`config.mk`:
```
export PLATFORM = sky130hd
export DESIGN_NAME = vsfm_core
export DESIGN_NICKNAME = d
export VERILOG_FILES = /design/src/vsfm_pkg.sv /design/src/vsfm_core.sv
export VERILOG_INCLUDE_DIRS = /design/src
export SDC_FILE = /design/constraint.sdc
export NUM_CORES = 1
export LEC_CHECK = 0
export BUFFER_PORTS_ARGS = -buffer_cell sky130_fd_sc_hd__buf_2
export CORE_ASPECT_RATIO = 0.9
export CORE_MARGIN = 2
export CORE_UTILIZATION = 56
export DETAILED_ROUTE_END_ITERATION = 8
export PLACE_DENSITY = 0.87
export SETUP_SLACK_MARGIN = 0.1
export SKIP_CTS_REPAIR_TIMING = 1
export SYNTH_ARGS = -nofsm -noshare
export SYNTH_HDL_FRONTEND = slang
export SYNTH_SLANG_ARGS = --single-unit
```
`constraint.sdc`:
```
create_clock -name aclk -period 4.5 [get_ports aclk]
set_input_delay 0.9 -clock aclk [delete_from_list [all_inputs] [get_ports aclk]]
set_output_delay 0.9 -clock aclk [all_outputs]
set_load 0.02 [all_outputs]
```
`src/vsfm_map.svh`:
```
// Register offsets, field positions, status codes and timing for the valve map.
// Assumes a 100 MHz aclk and byte addresses on a 32-bit AXI4-Lite port.
`ifndef VSFM_MAP_SVH
`define VSFM_MAP_SVH
`define VSFM_OFS_DO0        8'h00
`define VSFM_OFS_DO3        8'h0C
`define VSFM_OFS_RB0        8'h10
`define VSFM_OFS_RB3        8'h1C
`define VSFM_OFS_DI_CFG     8'h20
`define VSFM_OFS_DI_STAT    8'h24
`define VSFM_OFS_IRQ_STS    8'h28
`define VSFM_OFS_IRQ_MSK    8'h2C
`define VSFM_OFS_ID_MFR     8'h30
`define VSFM_OFS_ID_TYPE    8'h34
`define VSFM_OFS_ID_SER_LO  8'h38
`define VSFM_OFS_ID_SER_HI  8'h3C
`define VSFM_SP_LSB         0
`define VSFM_QGOOD_BIT      9
`define VSFM_SEL_LSB        10
`define VSFM_INV_BIT        13
`define VSFM_BKPV_BIT       14
`define VSFM_SENSE_BIT      15
`define VSFM_FTIME_LSB      16
`define VSFM_DI_SEL_ALL     3'h5
`define VSFM_ST_GOOD        8'h80
`define VSFM_ST_BAD_DEVFAIL 8'h0C
`define VSFM_EV_PV_UPD      0
`define VSFM_EV_HW_FAIL     1
`define VSFM_EV_SP_REJECT   2
`define VSFM_CLK_MHZ        100
`define VSFM_EXEC_MS        100
`define VSFM_RESP_OKAY      2'h0
`define VSFM_RESP_SLVERR    2'h2
`endif

```
`src/vsfm_pkg.sv`:
```
// Shared types of the valve setpoint and feedback map.
// Constants live in vsfm_map.svh.
package vsfm_pkg;
	typedef logic [7:0]  vsfm_byte_t;
	typedef logic [31:0] vsfm_word_t;
	typedef logic [2:0]  vsfm_sel_t;
endpackage

```
`src/vsfm_core.sv`:
```
// Four output blocks, one packed-contact input block and an AXI4-Lite slave.
// Assumes contact and failure pins are asynchronous; one clock, sync reset.
//
// Local design decisions: the AXI4-Lite register port and the register offsets.
`timescale 1ns/1ps
`include "vsfm_map.svh"

// Functional notes
// - Zero setpoint closes, nonzero opens valve
// - Setpoint accepted only with good status
// - Uncertain or bad status de-energises drive
// - Channel select one to four binds block
// - Sensed contacts returned as position readback
// - Readback to process value, optional inversion
// - Backcalc carries process value or setpoint
// - Input select five links all channels
// - Contact A bit 2(n-1), B bit 2n-1
// - Packed byte to process value to output
// - Packed byte status normally reports good
// - Hardware failure reports bad device failure
// - Update after contacts stable filter time
// - Identifier is maker, type and serial
// - Contact high current reads as one
// - Unsensed channel returns setpoint as readback
module vsfm_core #(
	parameter int                  EXEC_CYCLES = `VSFM_EXEC_MS * `VSFM_CLK_MHZ * 1000,
	parameter int                  SEC_CYCLES  = `VSFM_CLK_MHZ * 1000000,
	parameter logic [23:0]         MFR_CODE    = 24'h00A5A5, // Arbitrary value
	parameter logic [15:0]         TYPE_CODE   = 16'h0A0A,   // Arbitrary value
	parameter logic [47:0]         SERIAL_NUM  = 48'h000000000001 // Arbitrary value
) (
	input  wire logic              aclk,
	input  wire logic              aresetn,
	input  wire logic [7:0]        s_axi_awaddr,
	input  wire logic              s_axi_awvalid,
	output logic                   s_axi_awready,
	input  wire logic [31:0]       s_axi_wdata,
	input  wire logic [3:0]        s_axi_wstrb,
	input  wire logic              s_axi_wvalid,
	output logic                   s_axi_wready,
	output logic [1:0]             s_axi_bresp,
	output logic                   s_axi_bvalid,
	input  wire logic              s_axi_bready,
	input  wire logic [7:0]        s_axi_araddr,
	input  wire logic              s_axi_arvalid,
	output logic                   s_axi_arready,
	output logic [31:0]            s_axi_rdata,
	output logic [1:0]             s_axi_rresp,
	output logic                   s_axi_rvalid,
	input  wire logic              s_axi_rready,
	input  wire logic [7:0]        end_position_contact,
	input  wire logic              hw_failure,
	output logic [3:0]             valve_drive,
	output vsfm_pkg::vsfm_byte_t   di_output_byte,
	output vsfm_pkg::vsfm_byte_t   di_status,
	output logic                   irq
);
	// Elaboration guard; the hold and drop checks need ticks at least two cycles apart
	if (EXEC_CYCLES < 2 || SEC_CYCLES < 2)
	begin
		$error("vsfm_core: divider counts must be at least 2");
	end

	// Pin synchronisers, first stage read only by the second
	logic [7:0] contact_m_q, contact_s_q;
	logic       hw_m_q, hw_s_q, hw_d1_q;
	always_ff @(posedge aclk)
	begin
		if (!aresetn)
		begin
			contact_m_q <= 8'h00;
			contact_s_q <= 8'h00;
			hw_m_q      <= 1'b0;
			hw_s_q      <= 1'b0;
			hw_d1_q     <= 1'b0;
		end
		else
		begin
			contact_m_q <= end_position_contact;
			contact_s_q <= contact_m_q;
			hw_m_q      <= hw_failure;
			hw_s_q      <= hw_m_q;
			hw_d1_q     <= hw_s_q;
		end
	end

	// Execution and one-second enables from one clock
	logic [31:0] exec_cnt_q, sec_cnt_q;
	logic        exec_tick, sec_tick, tick_d1_q;
	assign exec_tick = (exec_cnt_q == 32'(EXEC_CYCLES - 1));
	assign sec_tick  = (sec_cnt_q == 32'(SEC_CYCLES - 1));
	always_ff @(posedge aclk)
	begin
		if (!aresetn)
		begin
			exec_cnt_q <= 32'h0;
			sec_cnt_q  <= 32'h0;
			tick_d1_q  <= 1'b0;
		end
		else
		begin
			exec_cnt_q <= exec_tick ? 32'h0 : exec_cnt_q + 32'h1;
			sec_cnt_q  <= sec_tick ? 32'h0 : sec_cnt_q + 32'h1;
			tick_d1_q  <= exec_tick;
		end
	end

	// Software-written block configuration
	vsfm_pkg::vsfm_word_t do_cfg_q [4];
	vsfm_pkg::vsfm_word_t di_cfg_q, irq_msk_q;
	logic [2:0]           irq_sts_q;
	logic                 wr_fire;
	logic [7:0]           aw_addr_q;
	vsfm_pkg::vsfm_word_t w_data_q;
	logic [3:0]           w_strb_q;
	logic                 aw_held_q, w_held_q, bvalid_q;
	logic [1:0]           bresp_q;

	function automatic vsfm_pkg::vsfm_word_t vsfm_merge(input vsfm_pkg::vsfm_word_t o,
		input vsfm_pkg::vsfm_word_t n, input logic [3:0] s);
		vsfm_pkg::vsfm_word_t r;
		r = o;
		for (int i = 0; i < 4; i++)
			if (s[i])
				r[i*8 +: 8] = n[i*8 +: 8];
		return r;
	endfunction

	// Write channels may arrive in either order; each is held until paired
	assign s_axi_awready = !aw_held_q && !bvalid_q;
	assign s_axi_wready  = !w_held_q && !bvalid_q;
	assign wr_fire       = aw_held_q && w_held_q && !bvalid_q;
	assign s_axi_bvalid  = bvalid_q;
	assign s_axi_bresp   = bresp_q;
	always_ff @(posedge aclk)
	begin
		if (!aresetn)
		begin
			aw_held_q <= 1'b0;
			w_held_q  <= 1'b0;
			bvalid_q  <= 1'b0;
			bresp_q   <= `VSFM_RESP_OKAY;
			aw_addr_q <= 8'h00;
			w_data_q  <= 32'h0;
			w_strb_q  <= 4'h0;
		end
		else
		begin
			if (s_axi_awvalid && s_axi_awready)
			begin
				aw_held_q <= 1'b1;
				aw_addr_q <= s_axi_awaddr;
			end
			if (s_axi_wvalid && s_axi_wready)
			begin
				w_held_q <= 1'b1;
				w_data_q <= s_axi_wdata;
				w_strb_q <= s_axi_wstrb;
			end
			if (wr_fire)
			begin
				aw_held_q <= 1'b0;
				w_held_q  <= 1'b0;
				bvalid_q  <= 1'b1;
				bresp_q   <= (aw_addr_q[7:2] <= `VSFM_OFS_ID_SER_HI >> 2) ? `VSFM_RESP_OKAY : `VSFM_RESP_SLVERR;
			end
			else if (s_axi_bready)
				bvalid_q <= 1'b0;
		end
	end

	// Register stores; read-only words silently ignore writes
	always_ff @(posedge aclk)
	begin
		if (!aresetn)
		begin
			for (int b = 0; b < 4; b++)
				do_cfg_q[b] <= 32'h0;
			di_cfg_q  <= 32'h0;
			irq_msk_q <= 32'h0;
		end
		else if (wr_fire)
		begin
			if (aw_addr_q <= `VSFM_OFS_DO3)
				do_cfg_q[aw_addr_q[3:2]] <= vsfm_merge(do_cfg_q[aw_addr_q[3:2]], w_data_q, w_strb_q);
			if (aw_addr_q == `VSFM_OFS_DI_CFG)
				di_cfg_q <= vsfm_merge(di_cfg_q, w_data_q, w_strb_q);
			if (aw_addr_q == `VSFM_OFS_IRQ_MSK)
				irq_msk_q <= vsfm_merge(irq_msk_q, w_data_q, w_strb_q);
		end
	end

	// Channel binding: lowest numbered block wins a shared channel
	logic [3:0]           bound;
	logic [1:0]           owner [4];
	logic [3:0]           good;
	always_comb
	begin
		for (int c = 0; c < 4; c++)
		begin
			bound[c] = 1'b0;
			owner[c] = 2'h0;
			for (int b = 3; b >= 0; b--)
				if (do_cfg_q[b][`VSFM_SEL_LSB +: 3] == 3'(c + 1))
				begin
					bound[c] = 1'b1;
					owner[c] = 2'(b);
				end
			good[c] = do_cfg_q[owner[c]][`VSFM_QGOOD_BIT];
		end
	end

	// Accepted setpoints and valve drive, refreshed per execution
	vsfm_pkg::vsfm_byte_t acc_sp_q [4];
	logic [3:0]           drive_q;
	logic                 reject;
	assign reject      = |(bound & ~good) && exec_tick;
	assign valve_drive = drive_q;
	always_ff @(posedge aclk)
	begin
		if (!aresetn)
		begin
			drive_q <= 4'h0;
			for (int c = 0; c < 4; c++)
				acc_sp_q[c] <= 8'h00;
		end
		else if (exec_tick)
		begin
			for (int c = 0; c < 4; c++)
			begin
				if (bound[c] && good[c])
				begin
					acc_sp_q[c] <= do_cfg_q[owner[c]][`VSFM_SP_LSB +: 8];
					drive_q[c]  <= |do_cfg_q[owner[c]][`VSFM_SP_LSB +: 8];
				end
				else
					drive_q[c] <= 1'b0;
			end
		end
	end

	// Per-block readback, process value and backcalc output
	vsfm_pkg::vsfm_byte_t rb_q [4], pv_q [4], bk_q [4];
	vsfm_pkg::vsfm_byte_t rb_d [4], pv_d [4];
	always_comb
	begin
		for (int b = 0; b < 4; b++)
		begin
			logic [1:0] ch;
			ch = 2'(do_cfg_q[b][`VSFM_SEL_LSB +: 3] - 3'h1);
			if (do_cfg_q[b][`VSFM_SENSE_BIT])
				rb_d[b] = {6'h00, contact_s_q[2*ch + 1], contact_s_q[2*ch]};
			else
				rb_d[b] = acc_sp_q[ch];
			if (do_cfg_q[b][`VSFM_INV_BIT])
				pv_d[b] = (rb_d[b] == 8'h00) ? 8'h01 : 8'h00;
			else
				pv_d[b] = rb_d[b];
		end
	end
	always_ff @(posedge aclk)
	begin
		if (!aresetn)
		begin
			for (int b = 0; b < 4; b++)
			begin
				rb_q[b] <= 8'h00;
				pv_q[b] <= 8'h00;
				bk_q[b] <= 8'h00;
			end
		end
		else if (exec_tick)
		begin
			for (int b = 0; b < 4; b++)
			begin
				rb_q[b] <= rb_d[b];
				pv_q[b] <= pv_d[b];
				bk_q[b] <= do_cfg_q[b][`VSFM_BKPV_BIT] ? pv_d[b] : do_cfg_q[b][`VSFM_SP_LSB +: 8];
			end
		end
	end

	// Packed contact byte with stability filter in whole seconds
	vsfm_pkg::vsfm_byte_t field_q, dipv_q, field_d, st_q;
	logic [15:0]          stable_q, ftime;
	logic                 di_linked, pv_upd;
	assign ftime     = di_cfg_q[`VSFM_FTIME_LSB +: 16];
	assign di_linked = (di_cfg_q[2:0] == `VSFM_DI_SEL_ALL);
	assign field_d   = di_linked ? contact_s_q : 8'h00;
	assign pv_upd    = exec_tick && (ftime == 16'h0 || stable_q >= ftime) && (dipv_q != field_q);
	always_ff @(posedge aclk)
	begin
		if (!aresetn)
		begin
			field_q  <= 8'h00;
			dipv_q   <= 8'h00;
			stable_q <= 16'h0;
		end
		else
		begin
			if (exec_tick)
				field_q <= field_d;
			if (exec_tick && field_d != field_q)
				stable_q <= 16'h0;
			else if (sec_tick && stable_q != 16'hFFFF)
				stable_q <= stable_q + 16'h1;
			if (pv_upd)
				dipv_q <= field_q;
		end
	end

	// Quality of the packed byte
	always_ff @(posedge aclk)
	begin
		if (!aresetn)
			st_q <= `VSFM_ST_GOOD;
		else
			st_q <= hw_s_q ? `VSFM_ST_BAD_DEVFAIL : `VSFM_ST_GOOD;
	end
	assign di_output_byte = dipv_q;
	assign di_status      = st_q;

	// Sticky events, write one to clear; a same-cycle set wins
	logic [2:0] ev, clr;
	assign ev  = {reject, hw_s_q && !hw_d1_q, pv_upd};
	assign clr = (wr_fire && aw_addr_q == `VSFM_OFS_IRQ_STS) ? (w_data_q[2:0] & {3{w_strb_q[0]}}) : 3'h0;
	always_ff @(posedge aclk)
	begin
		if (!aresetn)
			irq_sts_q <= 3'h0;
		else
			irq_sts_q <= (irq_sts_q & ~clr) | ev;
	end
	assign irq = |(irq_sts_q & irq_msk_q[2:0]);

	// Read path; readback words are packed snapshots of the block state
	logic                 rvalid_q;
	vsfm_pkg::vsfm_word_t rdata_q, rd_mux;
	logic [1:0]           rresp_q;
	logic [1:0]           ri;
	assign ri = s_axi_araddr[3:2];
	always_comb
	begin
		rd_mux = 32'h0;
		if (s_axi_araddr <= `VSFM_OFS_DO3)
			rd_mux = do_cfg_q[ri];
		else if (s_axi_araddr <= `VSFM_OFS_RB3)
			rd_mux = {8'h00, rb_q[ri], pv_q[ri], bk_q[ri]};
		else if (s_axi_araddr == `VSFM_OFS_DI_CFG)
			rd_mux = di_cfg_q;
		else if (s_axi_araddr == `VSFM_OFS_DI_STAT)
			rd_mux = {8'h00, field_q, st_q, dipv_q};
		else if (s_axi_araddr == `VSFM_OFS_IRQ_STS)
			rd_mux = {29'h0, irq_sts_q};
		else if (s_axi_araddr == `VSFM_OFS_IRQ_MSK)
			rd_mux = irq_msk_q;
		else if (s_axi_araddr == `VSFM_OFS_ID_MFR)
			rd_mux = {8'h00, MFR_CODE};
		else if (s_axi_araddr == `VSFM_OFS_ID_TYPE)
			rd_mux = {16'h0, TYPE_CODE};
		else if (s_axi_araddr == `VSFM_OFS_ID_SER_LO)
			rd_mux = SERIAL_NUM[31:0];
		else if (s_axi_araddr == `VSFM_OFS_ID_SER_HI)
			rd_mux = {16'h0, SERIAL_NUM[47:32]};
	end
	assign s_axi_arready = !rvalid_q;
	assign s_axi_rvalid  = rvalid_q;
	assign s_axi_rdata   = rdata_q;
	assign s_axi_rresp   = rresp_q;
	always_ff @(posedge aclk)
	begin
		if (!aresetn)
		begin
			rvalid_q <= 1'b0;
			rdata_q  <= 32'h0;
			rresp_q  <= `VSFM_RESP_OKAY;
		end
		else if (s_axi_arvalid && !rvalid_q)
		begin
			rvalid_q <= 1'b1;
			rdata_q  <= rd_mux;
			rresp_q  <= (s_axi_araddr <= `VSFM_OFS_ID_SER_HI) ? `VSFM_RESP_OKAY : `VSFM_RESP_SLVERR;
		end
		else if (s_axi_rready)
			rvalid_q <= 1'b0;
	end
endmodule

```
==> metrics.txt <==
outcome completed; Fin Setup TNS 0 ps; Reg power frac 49.4%; vias post-DR 23.1k; WP data required 4970 ps; Layout area overhead 10.4%; Hold Crit Class flip-flop to flip-flop; critical-path cell list buf_4 -> ha_1 -> nor2b_1 -> buf_4 -> a211o_1 -> a2111oi_0 -> o21ba_2 -> nor4_1 -> o21ai_1; post-route ant nets 0; slowest stage delay, CP 660 ps; max-slew violation count 0; core footprint 46700 sq um; min Tclk post-route ~3700 ps; Pwr Total between 0.01 and 0.015 W; clk_lat worst skew 610 ps; grt total ovfl 0; Post-DP HPWL roughly 60000 um; Worst-Margin Slew about 1400 ps; switch share 25.3%; fmax 0.274 GHz; Initial Util between 50 and 60%; Worst EP arrival 4130 ps; vias in the first global route 21.2k; hold_sp hw_s_q; CTS H-Tree Depth 2; setup violators final 0; synth top area cells edfxtp_1 29%, dfxtp_1 20%, mux4_2 8.1%, nand2_1 4.1%, a21oi_1 3.8%; Synth Cell Area ~27000 sq um; Hold Fails Final Rpt 0; CTS root buf clkbuf_16; TritonCTS buffer count 52; Slew headroom 4.46%; die area between 40000 and 50000 sq um; type of origin of the critical path flip-flop; Initial DRC Count roughly 4.2k; drc violations 0; Synth area leader edfxtp_1; unrepaired setup endpoints after global routing no; die height 211 um; worst reg2reg path depth 9; max_cap viols 0; Fillers about 3.6k; worst reg2reg path startpoint do_cfg_q[0][10]; async set or reset register ratio after synthesis 0%; dominant cell type by count on the critical path buf_4; first-pass GRT wire length roughly 130000 um; combinational fraction of design power 8.3%; Global Route Usage Sum a little over a third; clk buf depth 3; Post-synth EDFFs 256; global placement routability congestion between 1 and 1.5; clock transition at the registers of the reported paths around 70 ps; CTS tree done; Worst Setup End Kind flip-flop; Net Switching about 0.0027 W; pwr/cell area 368 nW/um^2; die width between 200 and 250 um; std cell rows 75; synth warn 0; Tcrit/Tclk final slightly above 80%; largest net degree at the start of global routing a little under 100; DRT Wirelength approximately 87000 um; Sink Count approximately 530; worst-path maximum fanout 18; top_reg_cell synth dfxtp_1; Crit Path Category flip-flop to flip-flop; Post-DP Area roughly 28000 sq um; maximum VDD drop a little under 0.0003 V; leakage power 10.8 nW; Seq/Total Area, Yosys about half; critical path's slowest cell nor4_1; layout cells sized above 1 13.7%; fin area 29400 sq um; post-synth cell types 74; Worst Setup SP do_cfg_q[0][10]; layout net count about 2.7k; Synth Register Bits 525; Via-to-Cell Ratio 6.99; clk_skew ~23 ps; initial antenna violation count 4; WHS Path Cells 1; area share of the largest cell type after synthesis roughly 29%; num ports 130; wire length per cell 26.4 um; Internal 0.00807 W; first-pass detailed-route iteration total 6; # port buffers 122; cells after synthesis 2618; clock group share of total power a little over two fifths; syn_area_per_cell ~10 sq um
[cell usage in the layout (no fill, tap or decap), types with 45 or more instances in the layout]
master / instances
o21ai_0: 72
a2111oi_0: 89
dfxtp_1: 269
buf_4: 46
clkbuf_16: 57
and2_1: 79
inv_1: 64
mux4_2: 96
buf_2: 120
a21oi_1: 202
xor2_1: 49
a221oi_1: 45
nand3_1: 95
edfxtp_1: 256
nor3_1: 82
and3_1: 133
nor2_1: 183
nand2_1: 293
[worst paths after layout]
check / endpoint / slack (ps)
max: irq_sts_q[2] / 850
min: di_status[7] / 420
max reg2reg: irq_sts_q[2] / 850
min reg2reg: di_status[7] / 420
[flip-flops by register name, summed over array words and instances (netlist names), 16 cells and up]
| name | flops |
|---|---|
| do_cfg_q | 128 |
| acc_sp_q | 32 |
| bk_q | 32 |
| di_cfg_q | 32 |
| exec_cnt_q | 32 |
| irq_msk_q | 32 |
| pv_q | 32 |
| rb_q | 32 |
| s_axi_rdata | 32 |
| sec_cnt_q | 32 |
| w_data_q | 32 |
| stable_q | 16 |
[logic make-up after synthesis]
family                     share of synthesized area [%]
other                                             0.0141
adders and majority gates                           1.80
DFF                                                 49.1
xor gates and xnor gates                            2.63
and+or+nand+nor                                     19.0
muxes                                               9.31
buffers and inverters                               4.13
AOI/OAI and AO/OA                                   14.0
[per-layer routing]
metal,vias up,global-route usage [%],part of all wire [%]
met4,0,17.1,5.9
li1,9841,-,-
met1,10900,48.6,37
met5,-,0,0
met3,366,9.42,14
met2,1920,50.1,43
[cells in the mapped netlist (all sizes together) (4+ instances only)]
cell type / instances
nand2: 294
dfxtp: 269
edfxtp: 256
a21oi: 202
nor2: 185
clkbuf: 159
and3: 133
mux4: 96
nand3: 95
a2111oi: 89
nor3: 84
and2: 81
o21ai: 78
inv: 65
buf: 49
xor2: 49
a221oi: 45
nor4: 41
ha: 35
xnor2: 31
mux2i: 28
nand4: 24
nor2b: 22
nand2b: 21
o211ai: 21
o22ai: 19
a21o: 16
a221o: 15
a22oi: 12
and4: 11
nand3b: 7
a211oi: 6
nor4b: 6
or3: 6
a211o: 5
a32oi: 5
a2bb2oi: 4
maj3: 4
o22a: 4
o41ai: 4
[through the flow]
stage	hold slack [ps]	util [%]	setup WS, ps	cells
after floorplan	378	-	1230	2624
after global placement	396	58.9	1030	3199
after detailed placement	401	58.9	994	3199
after CTS	419	62.8	998	3297
after global routing	437	62.8	753	3299
final	420	62.8	848	3302
[power by group through the flow]
stage | combinational, W | sequential [W] | clock, W
global route | 0.000943 | 0.00533 | 0.00474
CTS | 0.000867 | 0.00532 | 0.00456
global placement | 0.000847 | 0.00541 | 0
floorplan | 0.000587 | 0.00533 | 0
finish | 0.000899 | 0.00533 | 0.00457
detailed placement | 0.000859 | 0.00542 | 0
[final cells by class]
class                           instances  area (sq um)  share of cell area, %
Sequential cell                       525         13100                   44.5
Multi-Input combinational cell       1826         12500                   42.5
Clock buffer                           68          1520                   5.17
Timing Repair Buffer                  167           966                   3.29
Tap cell                              616           771                   2.63
Clock inverter                         30           294                   1.00
Inverter                               65           249                  0.848
Antenna cell                            5          12.5                 0.0426
[worst max-delay path, delay by kind of cell (launching register included)]
family / cells / cell delay (ps)
DFF: 1 / 340
buffers and inverters: 2 / 600
AOI/OAI and AO/OA: 4 / 1140
adders and majority gates: 1 / 210
and+or+nand+nor: 2 / 1210
No activity file was read; power rests on OpenSTA's default activity.
